<file path="src/shared/flk_params.svh">
`ifndef FLK_PARAMS_SVH
`define FLK_PARAMS_SVH

// Array geometry
`define FLK_NUM_BLK        256
`define FLK_BLK_AW         8

// Command codes
`define FLK_CMD_LOCK_SETUP 8'h60
`define FLK_CMD_LOCK       8'h01
`define FLK_CMD_UNLOCK     8'hd0
`define FLK_CMD_LDOWN      8'h2f
`define FLK_CMD_RCR_CFG    8'h03
`define FLK_CMD_CLR_SR     8'h50
`define FLK_CMD_RD_SR      8'h70
`define FLK_CMD_RD_ID      8'h90
`define FLK_CMD_RD_ARRAY   8'hff
`define FLK_CMD_PROG       8'h40
`define FLK_CMD_PROG_ALT   8'h10
`define FLK_CMD_ERASE      8'h20
`define FLK_CMD_SUSPEND    8'hb0
`define FLK_CMD_RESUME     8'hd0

// Status register fields
`define FLK_SR_RDY         7
`define FLK_SR_ESUSP       6
`define FLK_SR_ERR_HI      5
`define FLK_SR_ERR_LO      4
`define FLK_SR_VPP         3
`define FLK_SR_PSUSP       2
`define FLK_SR_LOCKAB      1
`define FLK_SR_FAST_FACTORY_PROGRAM        0
`define FLK_SR_RST         8'h80
`define FLK_SR_RST_WORD    16'h0080

// Identifier space and read configuration
`define FLK_ID_LOCK_OFF    8'h02
`define FLK_ID_RCR_OFF     8'h05
`define FLK_RCR_RST        16'h8000
`define FLK_RCR_ASYNC_BIT  15

// Settling time after clearing the status register
`define FLK_CLK_NS         4
`define FLK_CLR_WAIT_NS    15000
`define FLK_CLR_WAIT_CYC   ((`FLK_CLR_WAIT_NS + `FLK_CLK_NS - 1) / `FLK_CLK_NS)
`define FLK_CLR_CNT_W      12

`endif

</file>
<file path="src/shared/flk_pkg.sv">
`default_nettype none
`include "flk_params.svh"

package flk_pkg;

  typedef enum logic [1:0] {
    FLK_RD_ARRAY  = 2'b00,
    FLK_RD_STATUS = 2'b01,
    FLK_RD_IDENT  = 2'b10
  } flk_rd_mode_t;

  // Command write cycle
  typedef struct packed {
    logic                   valid;
    logic [7:0]             code;
    logic [`FLK_BLK_AW-1:0] blk;
    logic [15:0]            cfg;
  } flk_cmd_t;

  // Levels and pulses from the program/erase engine
  typedef struct packed {
    logic busy;
    logic erase_susp;
    logic prog_susp;
    logic vpp_low;
    logic fast_factory_program_load;
    logic prog_err;
    logic erase_err;
  } flk_core_t;

  // Program or erase start request
  typedef struct packed {
    logic                   valid;
    logic                   erase;
    logic [`FLK_BLK_AW-1:0] blk;
  } flk_op_t;

  // Read access
  typedef struct packed {
    logic                   valid;
    logic                   first;
    logic [7:0]             off;
    logic [`FLK_BLK_AW-1:0] blk;
  } flk_rd_t;

  typedef struct packed {
    flk_rd_mode_t             mode;
    logic                     setup_pend;
    logic [`FLK_NUM_BLK-1:0]  lock;
    logic [`FLK_NUM_BLK-1:0]  ldown;
    logic [7:0]               sticky;
    logic [7:0]               sr_view;
    logic [15:0]              read_config_reg;
    logic [15:0]              rd_data;
    logic                     rd_valid;
    logic                     grant;
    logic                     refuse;
    logic [`FLK_CLR_CNT_W-1:0] clr_cnt;
    logic                     clr_wait;
  } flk_state_t;

endpackage

`default_nettype wire

</file>
<file path="src/rtl/flk_lock_status.sv">
// Operation
// RL1: Every block comes out of power-up locked.
// RL2: Program and erase on a locked block are refused; reads still work.
// RL3: Lock setup 60h then 01h to a block sets its lock bit.
// RL4: Setup followed by read-config command loads the config register, no lock change.
// RL5: Lock changes and lock reads ignore the program supply level.
// RL6: Setup then D0h clears the addressed block's lock bit.
// RL7: Setup then 2Fh sets lock-down; locked-down unlock needs write-protect deasserted.
// RL8: Host issues lock-down before pulling write-protect low.
// RL9: Reset returns every block to plain locked, lock-down cleared.
// RL10: Identifier read gives lock bit on bit 0, lock-down on bit 1.
// RL11: Lock changes allowed in erase suspend, rejected in program suspend.
// RL12: Bad second cycle after setup sets status bits 4 and 5.
// RL13: Sequence error stays through erase resume until status is cleared.
// RL14: Locking an erase-suspended block acts at once; erase still finishes.
// RL15: After program, erase or lock sequences reads return status until new command.
// RL16: Status reads drive status on low byte, zeros on high byte.
// RL17: Async mode captures fresh status on first falling OE or CE.
// RL18: Burst mode refreshes status only on CE or ADV toggle, repeating the word.
// RL19: Async page non-array reads: only first word valid, rest undefined.
// RL20: Bit 7 ready, bit 6 erase suspend, bit 2 program suspend.
// RL21: Bits 5:4 encode success, program, erase, sequence error; error aborts.
// RL22: Bit 3 supply fault, bit 1 locked abort, bit 0 fast load busy.
// RL23: Status resets to 0x80; clear with 50h or reset, 15us settle.
// RL24: Device sets and clears bits 7,6,2; bits 5:3,1 only set until cleared.
// RL25: Volatile lock and lock-down bit per block; lock-down cleared only by reset.
`timescale 1ns/1ps
`default_nettype none
`include "flk_params.svh"

module flk_lock_status (
  // Clock and reset
  input  wire logic                   sys_clk_i,
  input  wire logic                   rst_n_i,
  // Command writes and pins
  input  wire flk_pkg::flk_cmd_t      cmd_i,
  input  wire logic                   wp_n_i,
  // Program/erase engine
  input  wire flk_pkg::flk_core_t     core_i,
  input  wire flk_pkg::flk_op_t       op_i,
  output logic                        op_grant_o,
  output logic                        op_refuse_o,
  // Reads
  input  wire flk_pkg::flk_rd_t       rd_i,
  input  wire logic [15:0]            array_data_i,
  output logic [15:0]                 rd_data_o,
  output logic                        rd_valid_o,
  // Status view
  output logic [7:0]                  status_o,
  output logic                        clr_wait_o
);

  flk_pkg::flk_state_t q;
  flk_pkg::flk_state_t n;
  logic [7:0]          live_sr;
  logic                lock_op;
  logic                seq_err;

  always_comb begin
    n          = q;
    n.grant    = 1'b0;
    n.refuse   = 1'b0;
    n.rd_valid = 1'b0;
    lock_op    = 1'b0;
    seq_err    = 1'b0;
    live_sr    = 8'h00;
    if (q.clr_cnt != '0) begin
      n.clr_cnt = q.clr_cnt - `FLK_CLR_CNT_W'(1); // RL23
    end

    // Commands; lock state never looks at the supply level
    if (cmd_i.valid) begin // RL5
      if (q.setup_pend) begin
        n.setup_pend = 1'b0;
        n.mode       = flk_pkg::FLK_RD_STATUS; // RL15
        case (cmd_i.code)
          `FLK_CMD_LOCK, `FLK_CMD_UNLOCK, `FLK_CMD_LDOWN: begin
            lock_op = 1'b1;
            if (core_i.prog_susp) begin
              seq_err = 1'b1; // RL11
            end
          end
          `FLK_CMD_RCR_CFG: begin
            n.read_config_reg  = cmd_i.cfg; // RL4
            n.mode = q.mode;
          end
          default: begin
            seq_err = 1'b1; // RL12
          end
        endcase
        if (lock_op && !seq_err) begin
          // Erase-suspended block changes at once; the engine keeps its erase
          case (cmd_i.code) // RL14
            `FLK_CMD_LOCK: begin
              n.lock[cmd_i.blk] = 1'b1; // RL3
            end
            `FLK_CMD_UNLOCK: begin
              if (!q.ldown[cmd_i.blk] || wp_n_i) begin
                n.lock[cmd_i.blk] = 1'b0; // RL6 RL7
              end
            end
            default: begin
              n.lock[cmd_i.blk]  = 1'b1; // RL7
              n.ldown[cmd_i.blk] = 1'b1; // RL25
            end
          endcase
        end
      end else begin
        case (cmd_i.code)
          `FLK_CMD_LOCK_SETUP: begin
            n.setup_pend = 1'b1;
          end
          `FLK_CMD_CLR_SR: begin
            n.sticky  = 8'h00; // RL24
            n.clr_cnt = `FLK_CLR_CNT_W'(`FLK_CLR_WAIT_CYC); // RL23
          end
          `FLK_CMD_RD_SR: begin
            n.mode = flk_pkg::FLK_RD_STATUS;
          end
          `FLK_CMD_RD_ID: begin
            n.mode = flk_pkg::FLK_RD_IDENT;
          end
          `FLK_CMD_RD_ARRAY: begin
            n.mode = flk_pkg::FLK_RD_ARRAY;
          end
          `FLK_CMD_PROG, `FLK_CMD_PROG_ALT, `FLK_CMD_ERASE,
          `FLK_CMD_SUSPEND, `FLK_CMD_RESUME: begin
            n.mode = flk_pkg::FLK_RD_STATUS; // RL15
          end
          default: begin
            n.mode = q.mode;
          end
        endcase
      end
    end

    // Program/erase start checks against the registered lock bits
    if (op_i.valid) begin
      if (q.lock[op_i.blk]) begin
        n.refuse               = 1'b1; // RL2
        n.sticky[`FLK_SR_LOCKAB] = 1'b1; // RL22
        if (op_i.erase) begin
          n.sticky[`FLK_SR_ERR_HI] = 1'b1; // RL21
        end else begin
          n.sticky[`FLK_SR_ERR_LO] = 1'b1; // RL21
        end
      end else begin
        n.grant = 1'b1;
      end
    end

    // Sets come after the clear so an event in the clearing cycle survives
    if (seq_err) begin
      n.sticky[`FLK_SR_ERR_HI] = 1'b1; // RL12 RL13
      n.sticky[`FLK_SR_ERR_LO] = 1'b1;
    end
    if (core_i.prog_err) begin
      n.sticky[`FLK_SR_ERR_LO] = 1'b1; // RL21
    end
    if (core_i.erase_err) begin
      n.sticky[`FLK_SR_ERR_HI] = 1'b1; // RL21
    end
    if (core_i.vpp_low) begin
      n.sticky[`FLK_SR_VPP] = 1'b1; // RL22
    end

    n.clr_wait              = (n.clr_cnt != '0); // RL23
    live_sr                 = n.sticky;
    live_sr[`FLK_SR_RDY]    = !core_i.busy; // RL20
    live_sr[`FLK_SR_ESUSP]  = core_i.erase_susp; // RL20
    live_sr[`FLK_SR_PSUSP]  = core_i.prog_susp; // RL20
    live_sr[`FLK_SR_FAST_FACTORY_PROGRAM]   = core_i.fast_factory_program_load; // RL22
    n.sr_view               = live_sr;

    // Reads: first access of a cycle or burst captures fresh contents
    if (rd_i.valid) begin
      n.rd_valid = 1'b1;
      if (q.mode == flk_pkg::FLK_RD_ARRAY) begin
        n.rd_data = array_data_i;
      end else if (rd_i.first) begin // RL17 RL18
        if (q.mode == flk_pkg::FLK_RD_STATUS) begin
          n.rd_data = {8'h00, q.sr_view}; // RL16
        end else if (rd_i.off == `FLK_ID_LOCK_OFF) begin
          n.rd_data = {14'h0000, q.ldown[rd_i.blk], q.lock[rd_i.blk]}; // RL10
        end else if (rd_i.off == `FLK_ID_RCR_OFF) begin
          n.rd_data = q.read_config_reg;
        end else begin
          n.rd_data = 16'h0000;
        end
      end else if (q.read_config_reg[`FLK_RCR_ASYNC_BIT]) begin
        n.rd_data = 16'h0000; // RL19
      end else begin
        n.rd_data = q.rd_data; // RL18
      end
    end
  end

  always_ff @(posedge sys_clk_i or negedge rst_n_i) begin
    if (!rst_n_i) begin
      q.mode       <= flk_pkg::FLK_RD_ARRAY;
      q.setup_pend <= 1'b0;
      q.lock       <= '1; // RL1 RL9
      q.ldown      <= '0; // RL9 RL25
      q.sticky     <= 8'h00;
      q.sr_view    <= `FLK_SR_RST; // RL23
      q.read_config_reg        <= `FLK_RCR_RST;
      q.rd_data    <= 16'h0000;
      q.rd_valid   <= 1'b0;
      q.grant      <= 1'b0;
      q.refuse     <= 1'b0;
      q.clr_cnt    <= '0;
      q.clr_wait   <= 1'b0;
    end else begin
      q <= n;
    end
  end

  assign op_grant_o  = q.grant;
  assign op_refuse_o = q.refuse;
  assign rd_data_o   = q.rd_data;
  assign rd_valid_o  = q.rd_valid;
  assign status_o    = q.sr_view;
  assign clr_wait_o  = q.clr_wait;

  // Checking helpers
  logic seen_q;
  logic setup_hit;

  always_ff @(posedge sys_clk_i or negedge rst_n_i) begin
    if (!rst_n_i) begin
      seen_q <= 1'b0;
    end else begin
      seen_q <= 1'b1;
    end
  end

  assign setup_hit = cmd_i.valid && q.setup_pend;

  reset_all_locked_a: assert property ( // RL1
    @(posedge sys_clk_i) disable iff (!rst_n_i)
    !seen_q |-> (&q.lock && q.ldown == '0 && status_o == `FLK_SR_RST))
    else $error("blocks not all plain locked after reset");

  locked_refuse_a: assert property ( // RL2
    @(posedge sys_clk_i) disable iff (!rst_n_i)
    op_i.valid && q.lock[op_i.blk] |=> op_refuse_o && !op_grant_o
      && status_o[`FLK_SR_LOCKAB])
    else $error("operation on locked block not refused");

  lock_cmd_sets_a: assert property ( // RL3
    @(posedge sys_clk_i) disable iff (!rst_n_i)
    setup_hit && cmd_i.code == `FLK_CMD_LOCK && !core_i.prog_susp
      |=> q.lock[$past(cmd_i.blk)] && q.mode == flk_pkg::FLK_RD_STATUS)
    else $error("lock sequence did not set lock bit");

  rcr_no_lock_a: assert property ( // RL4
    @(posedge sys_clk_i) disable iff (!rst_n_i)
    setup_hit && cmd_i.code == `FLK_CMD_RCR_CFG
      |=> q.read_config_reg == $past(cmd_i.cfg) && q.lock == $past(q.lock))
    else $error("config load changed lock state");

  unlock_clears_a: assert property ( // RL6
    @(posedge sys_clk_i) disable iff (!rst_n_i)
    setup_hit && cmd_i.code == `FLK_CMD_UNLOCK && !core_i.prog_susp
      && (wp_n_i || !q.ldown[cmd_i.blk]) |=> !q.lock[$past(cmd_i.blk)])
    else $error("unlock did not clear lock bit");

  ldown_hold_a: assert property ( // RL7
    @(posedge sys_clk_i) disable iff (!rst_n_i)
    setup_hit && cmd_i.code == `FLK_CMD_UNLOCK && !wp_n_i && q.ldown[cmd_i.blk]
      |=> q.lock[$past(cmd_i.blk)] && q.ldown[$past(cmd_i.blk)])
    else $error("locked-down block unlocked under write protect");

  ident_bits_a: assert property ( // RL10
    @(posedge sys_clk_i) disable iff (!rst_n_i)
    rd_i.valid && rd_i.first && q.mode == flk_pkg::FLK_RD_IDENT
      && rd_i.off == `FLK_ID_LOCK_OFF
      |=> rd_data_o == {14'h0000, $past(q.ldown[rd_i.blk]), $past(q.lock[rd_i.blk])})
    else $error("identifier lock bits wrong");

  psusp_reject_a: assert property ( // RL11
    @(posedge sys_clk_i) disable iff (!rst_n_i)
    setup_hit && cmd_i.code == `FLK_CMD_LOCK && core_i.prog_susp
      |=> q.lock == $past(q.lock) && status_o[5:4] == 2'b11)
    else $error("lock change accepted in program suspend");

  seq_error_a: assert property ( // RL12
    @(posedge sys_clk_i) disable iff (!rst_n_i)
    setup_hit && cmd_i.code != `FLK_CMD_LOCK && cmd_i.code != `FLK_CMD_UNLOCK
      && cmd_i.code != `FLK_CMD_LDOWN && cmd_i.code != `FLK_CMD_RCR_CFG
      |=> status_o[5:4] == 2'b11 && q.lock == $past(q.lock))
    else $error("command sequence error not flagged");

  sticky_keep_a: assert property ( // RL24
    @(posedge sys_clk_i) disable iff (!rst_n_i)
    status_o[5:4] == 2'b11 && !(cmd_i.valid && !q.setup_pend
      && cmd_i.code == `FLK_CMD_CLR_SR) |=> status_o[5:4] == 2'b11)
    else $error("error bits dropped without clear");

  status_upper_a: assert property ( // RL16
    @(posedge sys_clk_i) disable iff (!rst_n_i)
    rd_i.valid && rd_i.first && q.mode == flk_pkg::FLK_RD_STATUS
      |=> rd_data_o == {8'h00, $past(status_o)})
    else $error("status read word malformed");

  clr_settle_a: assert property ( // RL23
    @(posedge sys_clk_i) disable iff (!rst_n_i)
    cmd_i.valid && !q.setup_pend && cmd_i.code == `FLK_CMD_CLR_SR
      |=> clr_wait_o [*8])
    else $error("settle window too short after clear");

  ready_bit_a: assert property ( // RL20
    @(posedge sys_clk_i) disable iff (!rst_n_i)
    seen_q |-> status_o[`FLK_SR_RDY] == !$past(core_i.busy))
    else $error("ready bit does not follow engine");

  grant_free_a: assert property ( // RL2
    @(posedge sys_clk_i) disable iff (!rst_n_i)
    op_i.valid && !q.lock[op_i.blk] |=> op_grant_o && !op_refuse_o)
    else $error("operation on unlocked block not granted");

  ldown_keep_a: assert property ( // RL25
    @(posedge sys_clk_i) disable iff (!rst_n_i)
    seen_q |-> ($past(q.ldown) & ~q.ldown) == '0)
    else $error("lock-down bit cleared without reset");

  page_undef_a: assert property ( // RL19
    @(posedge sys_clk_i) disable iff (!rst_n_i)
    rd_i.valid && !rd_i.first && q.mode != flk_pkg::FLK_RD_ARRAY
      && q.read_config_reg[`FLK_RCR_ASYNC_BIT] |=> rd_data_o == 16'h0000)
    else $error("later async page word not blanked");

  lock_down_c: cover property (
    @(posedge sys_clk_i) disable iff (!rst_n_i)
    setup_hit && cmd_i.code == `FLK_CMD_LDOWN ##1 !wp_n_i);

  esusp_lock_c: cover property (
    @(posedge sys_clk_i) disable iff (!rst_n_i)
    setup_hit && cmd_i.code == `FLK_CMD_LOCK && core_i.erase_susp);

  refuse_c: cover property (
    @(posedge sys_clk_i) disable iff (!rst_n_i)
    op_refuse_o);

  rcr_load_c: cover property (
    @(posedge sys_clk_i) disable iff (!rst_n_i)
    setup_hit && cmd_i.code == `FLK_CMD_RCR_CFG);

  clr_done_c: cover property (
    @(posedge sys_clk_i) disable iff (!rst_n_i)
    $fell(clr_wait_o));

endmodule // flk_lock_status

`default_nettype wire

</file>
<file path="config.mk">
export PLATFORM = sky130hd
export DESIGN_NAME = flk_lock_status
export DESIGN_NICKNAME = d
export VERILOG_FILES = /design/src/shared/flk_pkg.sv /design/src/rtl/flk_lock_status.sv
export VERILOG_INCLUDE_DIRS = /design/src /design/src/shared
export SDC_FILE = /design/constraint.sdc
export NUM_CORES = 1
export LEC_CHECK = 0
export ABC_AREA = 0
export BUFFER_PORTS_ARGS = -buffer_cell sky130_fd_sc_hd__clkbuf_2
export CAP_MARGIN = 15
export CORE_ASPECT_RATIO = 2
export CORE_UTILIZATION = 60
export CTS_CLUSTER_DIAMETER = 200
export DETAILED_ROUTE_END_ITERATION = 16
export PLACE_DENSITY = 0.83
export SYNTH_ARGS = -nofsm -noshare
export SYNTH_HDL_FRONTEND = slang
export SYNTH_SLANG_ARGS = --single-unit
</file>
<file path="constraint.sdc">
create_clock -name sys_clk_i -period 3.5 [get_ports sys_clk_i]
set_input_delay 0.35 -clock sys_clk_i [delete_from_list [all_inputs] [get_ports sys_clk_i]]
set_output_delay 0.35 -clock sys_clk_i [all_outputs]
set_load 0.05 [all_outputs]
</file>
==> metrics.md <==
| Metric | Value |
|---|---|
| Crit share post-route | `0.954` |
| Critical path, cell by cell | `mux4_2, and3_1, a31oi_1, nand4_1, a2111oi_4, buf_12, buf_4, a41oi_1, a31oi_1` |
| Worst Path Buf+Inv | `2` |
| # DRC | `0` |
| Die Span Y | `between 300 and 400 um` |
| Antenna violations before repair | `5` |
| Syn Std Cell Area | `about 0.031 sq mm` |
| CTS clk-pin slew, worst paths | `roughly 70 ps` |
| Status | `finished, final reports clean` |
| Clk pwr share | `0.399` |
| Synth Warn # | `0` |
| Synth Area in XOR/XNOR | `0.00195` |
| Total grt overflow | `0` |
| Largest family of logic cells by synthesized area | `multiplexers` |
| Vias post-DR | `26099` |
| CP most frequent cell | `a31oi_1` |
| Wirelength, routed | `about 110 mm` |
| Sw Pwr | `~4.0 mW` |
| P_leak | `around 16 nW` |
| Critical path class | `reg -> reg` |
| Top Family by Delay on Critical Path | `compound AO/OA/AOI/OAI gates` |
| Count of final max-slew check failures | `0` |
| Filler cells | `around 3300` |
| Skew final | `between 10 and 15 ps` |
| Worst Path Max Fanout | `40` |
| CTS tree | `yes` |
| Final setup vio count | `0` |
| Worst path slowest cell | `a2111oi_4` |
| Clock root cell | `clkbuf_16` |
| Largest net degree at the start of global routing | `around 110` |
| Global router's overall resource usage | `0.406` |
| Pre-antenna DRT Iters | `6` |
| Reg power frac | `0.477` |
| Placed cell area | `roughly 0.033 sq mm` |
| H-tree depth | `2` |
| Full die area | `roughly 0.053 sq mm` |
| Post-Synth Adder-Cell Area | `0.000797` |
| Flop and latch count out of synthesis | `between 500 and 600` |
| Worst Setup End Kind | `flop` |
| Fin crit period | `roughly 3300 ps` |
| Antenna diode count | `0` |
| Mean Syn Cell Area | `roughly 13 sq um` |
| MaxCap Viol Count | `0` |
| CTS sink cnt | `between 500 and 600` |
| Final Hold Viols | `0` |
| Post-DP HPWL | `just under 70 mm` |
| Max stage delay on crit path | `~560 ps` |
| Antenna Nets Post-Route | `0` |
| Row count | `between 100 and 150` |
| Ys async rst share | `1.00` |
| Compound-Gate Fraction of Synth Area | `0.188` |
| P per Cell Area | `a little over 400 mW/mm^2` |
| Later-pin clock latency in the skew report | `around 600 ps` |
| Die Span X | `164 um` |
| Io pins | `approximately 120` |
| Post-Synth Simple-Gate Area | `0.0597` |
| First-pass GRT wire length | `roughly 160 mm` |
| Num CTS Buffers | `49` |
| Vias in the first global route | `around 28000` |
| WP data arrival | `3850 ps` |
| Synth-to-layout area growth | `12.6%` |
| Port Buffers | `114` |
| Logic pwr share | `0.124` |
| Top FF cell, synth | `dfrtp_1` |
| Int Pwr | `about 10 mW` |
| Number of DRC markers in iteration 0 | `around 3900` |
| Peak supply drop | `between 0.4 and 0.5 mV` |
| Hold WC Path Type | `in -> reg` |
| Worst path required time | `between 4000 and 5000 ps` |
| Slew @ Worst Pin | `about 1000 ps` |
| CTS Buffer Depth | `3` |
| Seq/Total Area, Yosys | `0.465` |
| Vias/cell | `7.97` |
| Mux cell area share after synthesis | `0.234` |
| Initial Utilization | `0.608` |
| Slew margin rel. | `0.314` |
| Post_cts resized | `0` |
| Syn nets | `approximately 2600` |
| Max Fclk | `~300 MHz` |
| Mapped Cells | `about 2500` |
| Number of enable flip-flop cells after synthesis | `0` |
| RSZ-0062 raised after global routing | `false` |
| Design Power | `14.3 mW` |
| Switching share of power | `0.277` |
| Nets | `about 2700` |
| Gpl congestion | `around 1.0` |
| Final instance area | `0.0354 sq mm` |
| Critical path launch point type | `flop` |
| Share of cells above drive strength 1 | `0.391` |
| Core footprint | `roughly 0.052 sq mm` |
| Netlist cell types | `between 60 and 70` |
| Wire per inst | `roughly 32 um` |
[layout by cell type, fill, tap and decap left out, drive strengths merged, types with 23 or more instances in the layout]
| cell type | count |
|---|---|
| a21o | 259 |
| a21oi | 33 |
| a22oi | 47 |
| a31oi | 279 |
| a41oi | 112 |
| buf | 212 |
| clkbuf | 174 |
| dfrtp | 313 |
| dfstp | 258 |
| dlygate4sd3 | 26 |
| mux2 | 81 |
| mux2i | 54 |
| mux4 | 262 |
| nand2 | 73 |
| nand3 | 76 |
| nand4 | 23 |
| nor2 | 59 |
| nor3 | 26 |
| o21ai | 24 |
| o22ai | 27 |
[kinds of logic (layout without fill, tap and decap cells)]
logic type	count (synthesis)	after routing
xor+xnor	7	7
compound gates	827	827
mux	397	397
flops	571	571
buf+inv	342	446
fa+ha+maj	2	2
simple gates	363	363
[per-stage QoR]
stage,util,hold slack [ps],setup WS (ps),instances,TNS (ps)
final,0.684,13.1,163,3273,0
after global routing,0.684,17.5,148,3273,0
after CTS,0.684,3.43,377,3272,0
after detailed placement,0.648,411,-37.5,3159,-154
after global placement,0.648,412,16.0,3159,0
after floorplan,-,54.4,519,2509,0
[synthesized netlist by cell type (all sizes together) (27+ instances only)]
library cell	count	area, sq um
mux2	81	912
mux2i	54	541
nor2	59	224
o22ai	27	169
nand3	76	380
a31oi	279	1750
nand2	73	274
a22oi	47	353
a41oi	112	981
a21o	259	1940
dfstp	258	6780
mux4	262	5900
a21oi	33	165
clkbuf	195	737
buf	136	813
dfrtp	313	7830
[area by class of cell]
class                      instances  area, sq um  share of cell area
clock buffer                      65         1370              0.0386
tap                              660          826              0.0234
timing repair buffer             347         2880              0.0814
multi-input combinational       1596        15400               0.435
inverter                          11         41.3             0.00117
sequential                       571        14600               0.413
clock inverter                    23          260             0.00736
[worst paths after layout]
kind	startpoint	end	slack, ps	depth (start not counted)
worst max-delay path	q[223]	flop	160	9
worst min-delay path	cmd_i[11]	q[43]	10	2
worst max register to register	q[223]	flop	160	9
worst min register to register	q[126]	q[126]	480	1
max in group asynchronous	rst_n_i	q[239]	2060	3
min in group asynchronous	rst_n_i	q[312]	380	2
[power groups by stage]
stage / clock network [mW] / registers [mW] / logic, mW
finish: 5.69 / 6.82 / 1.77
global route: 5.94 / 6.83 / 1.86
CTS: 5.71 / 6.81 / 1.72
detailed placement: 0 / 6.93 / 1.68
global placement: 0 / 6.92 / 1.64
floorplan: 0 / 6.90 / 1.09
[routing by layer]
layer,global-route usage,share of wire,up-vias
met4,0.362,0.10,6
li1,-,-,10110
met3,0.122,0.12,797
met5,0,0.00032,-
met2,0.641,0.48,2313
met1,0.436,0.30,12873
[timing repair]
action                                  4_1_cts  5_1_grt
setup buffers                                 0        0
hold buffers                                 25        1
endpoints found under the hold margin        50        1
endpoints found under the setup margin        0        0
No activity file was read; power rests on OpenSTA's default activity.
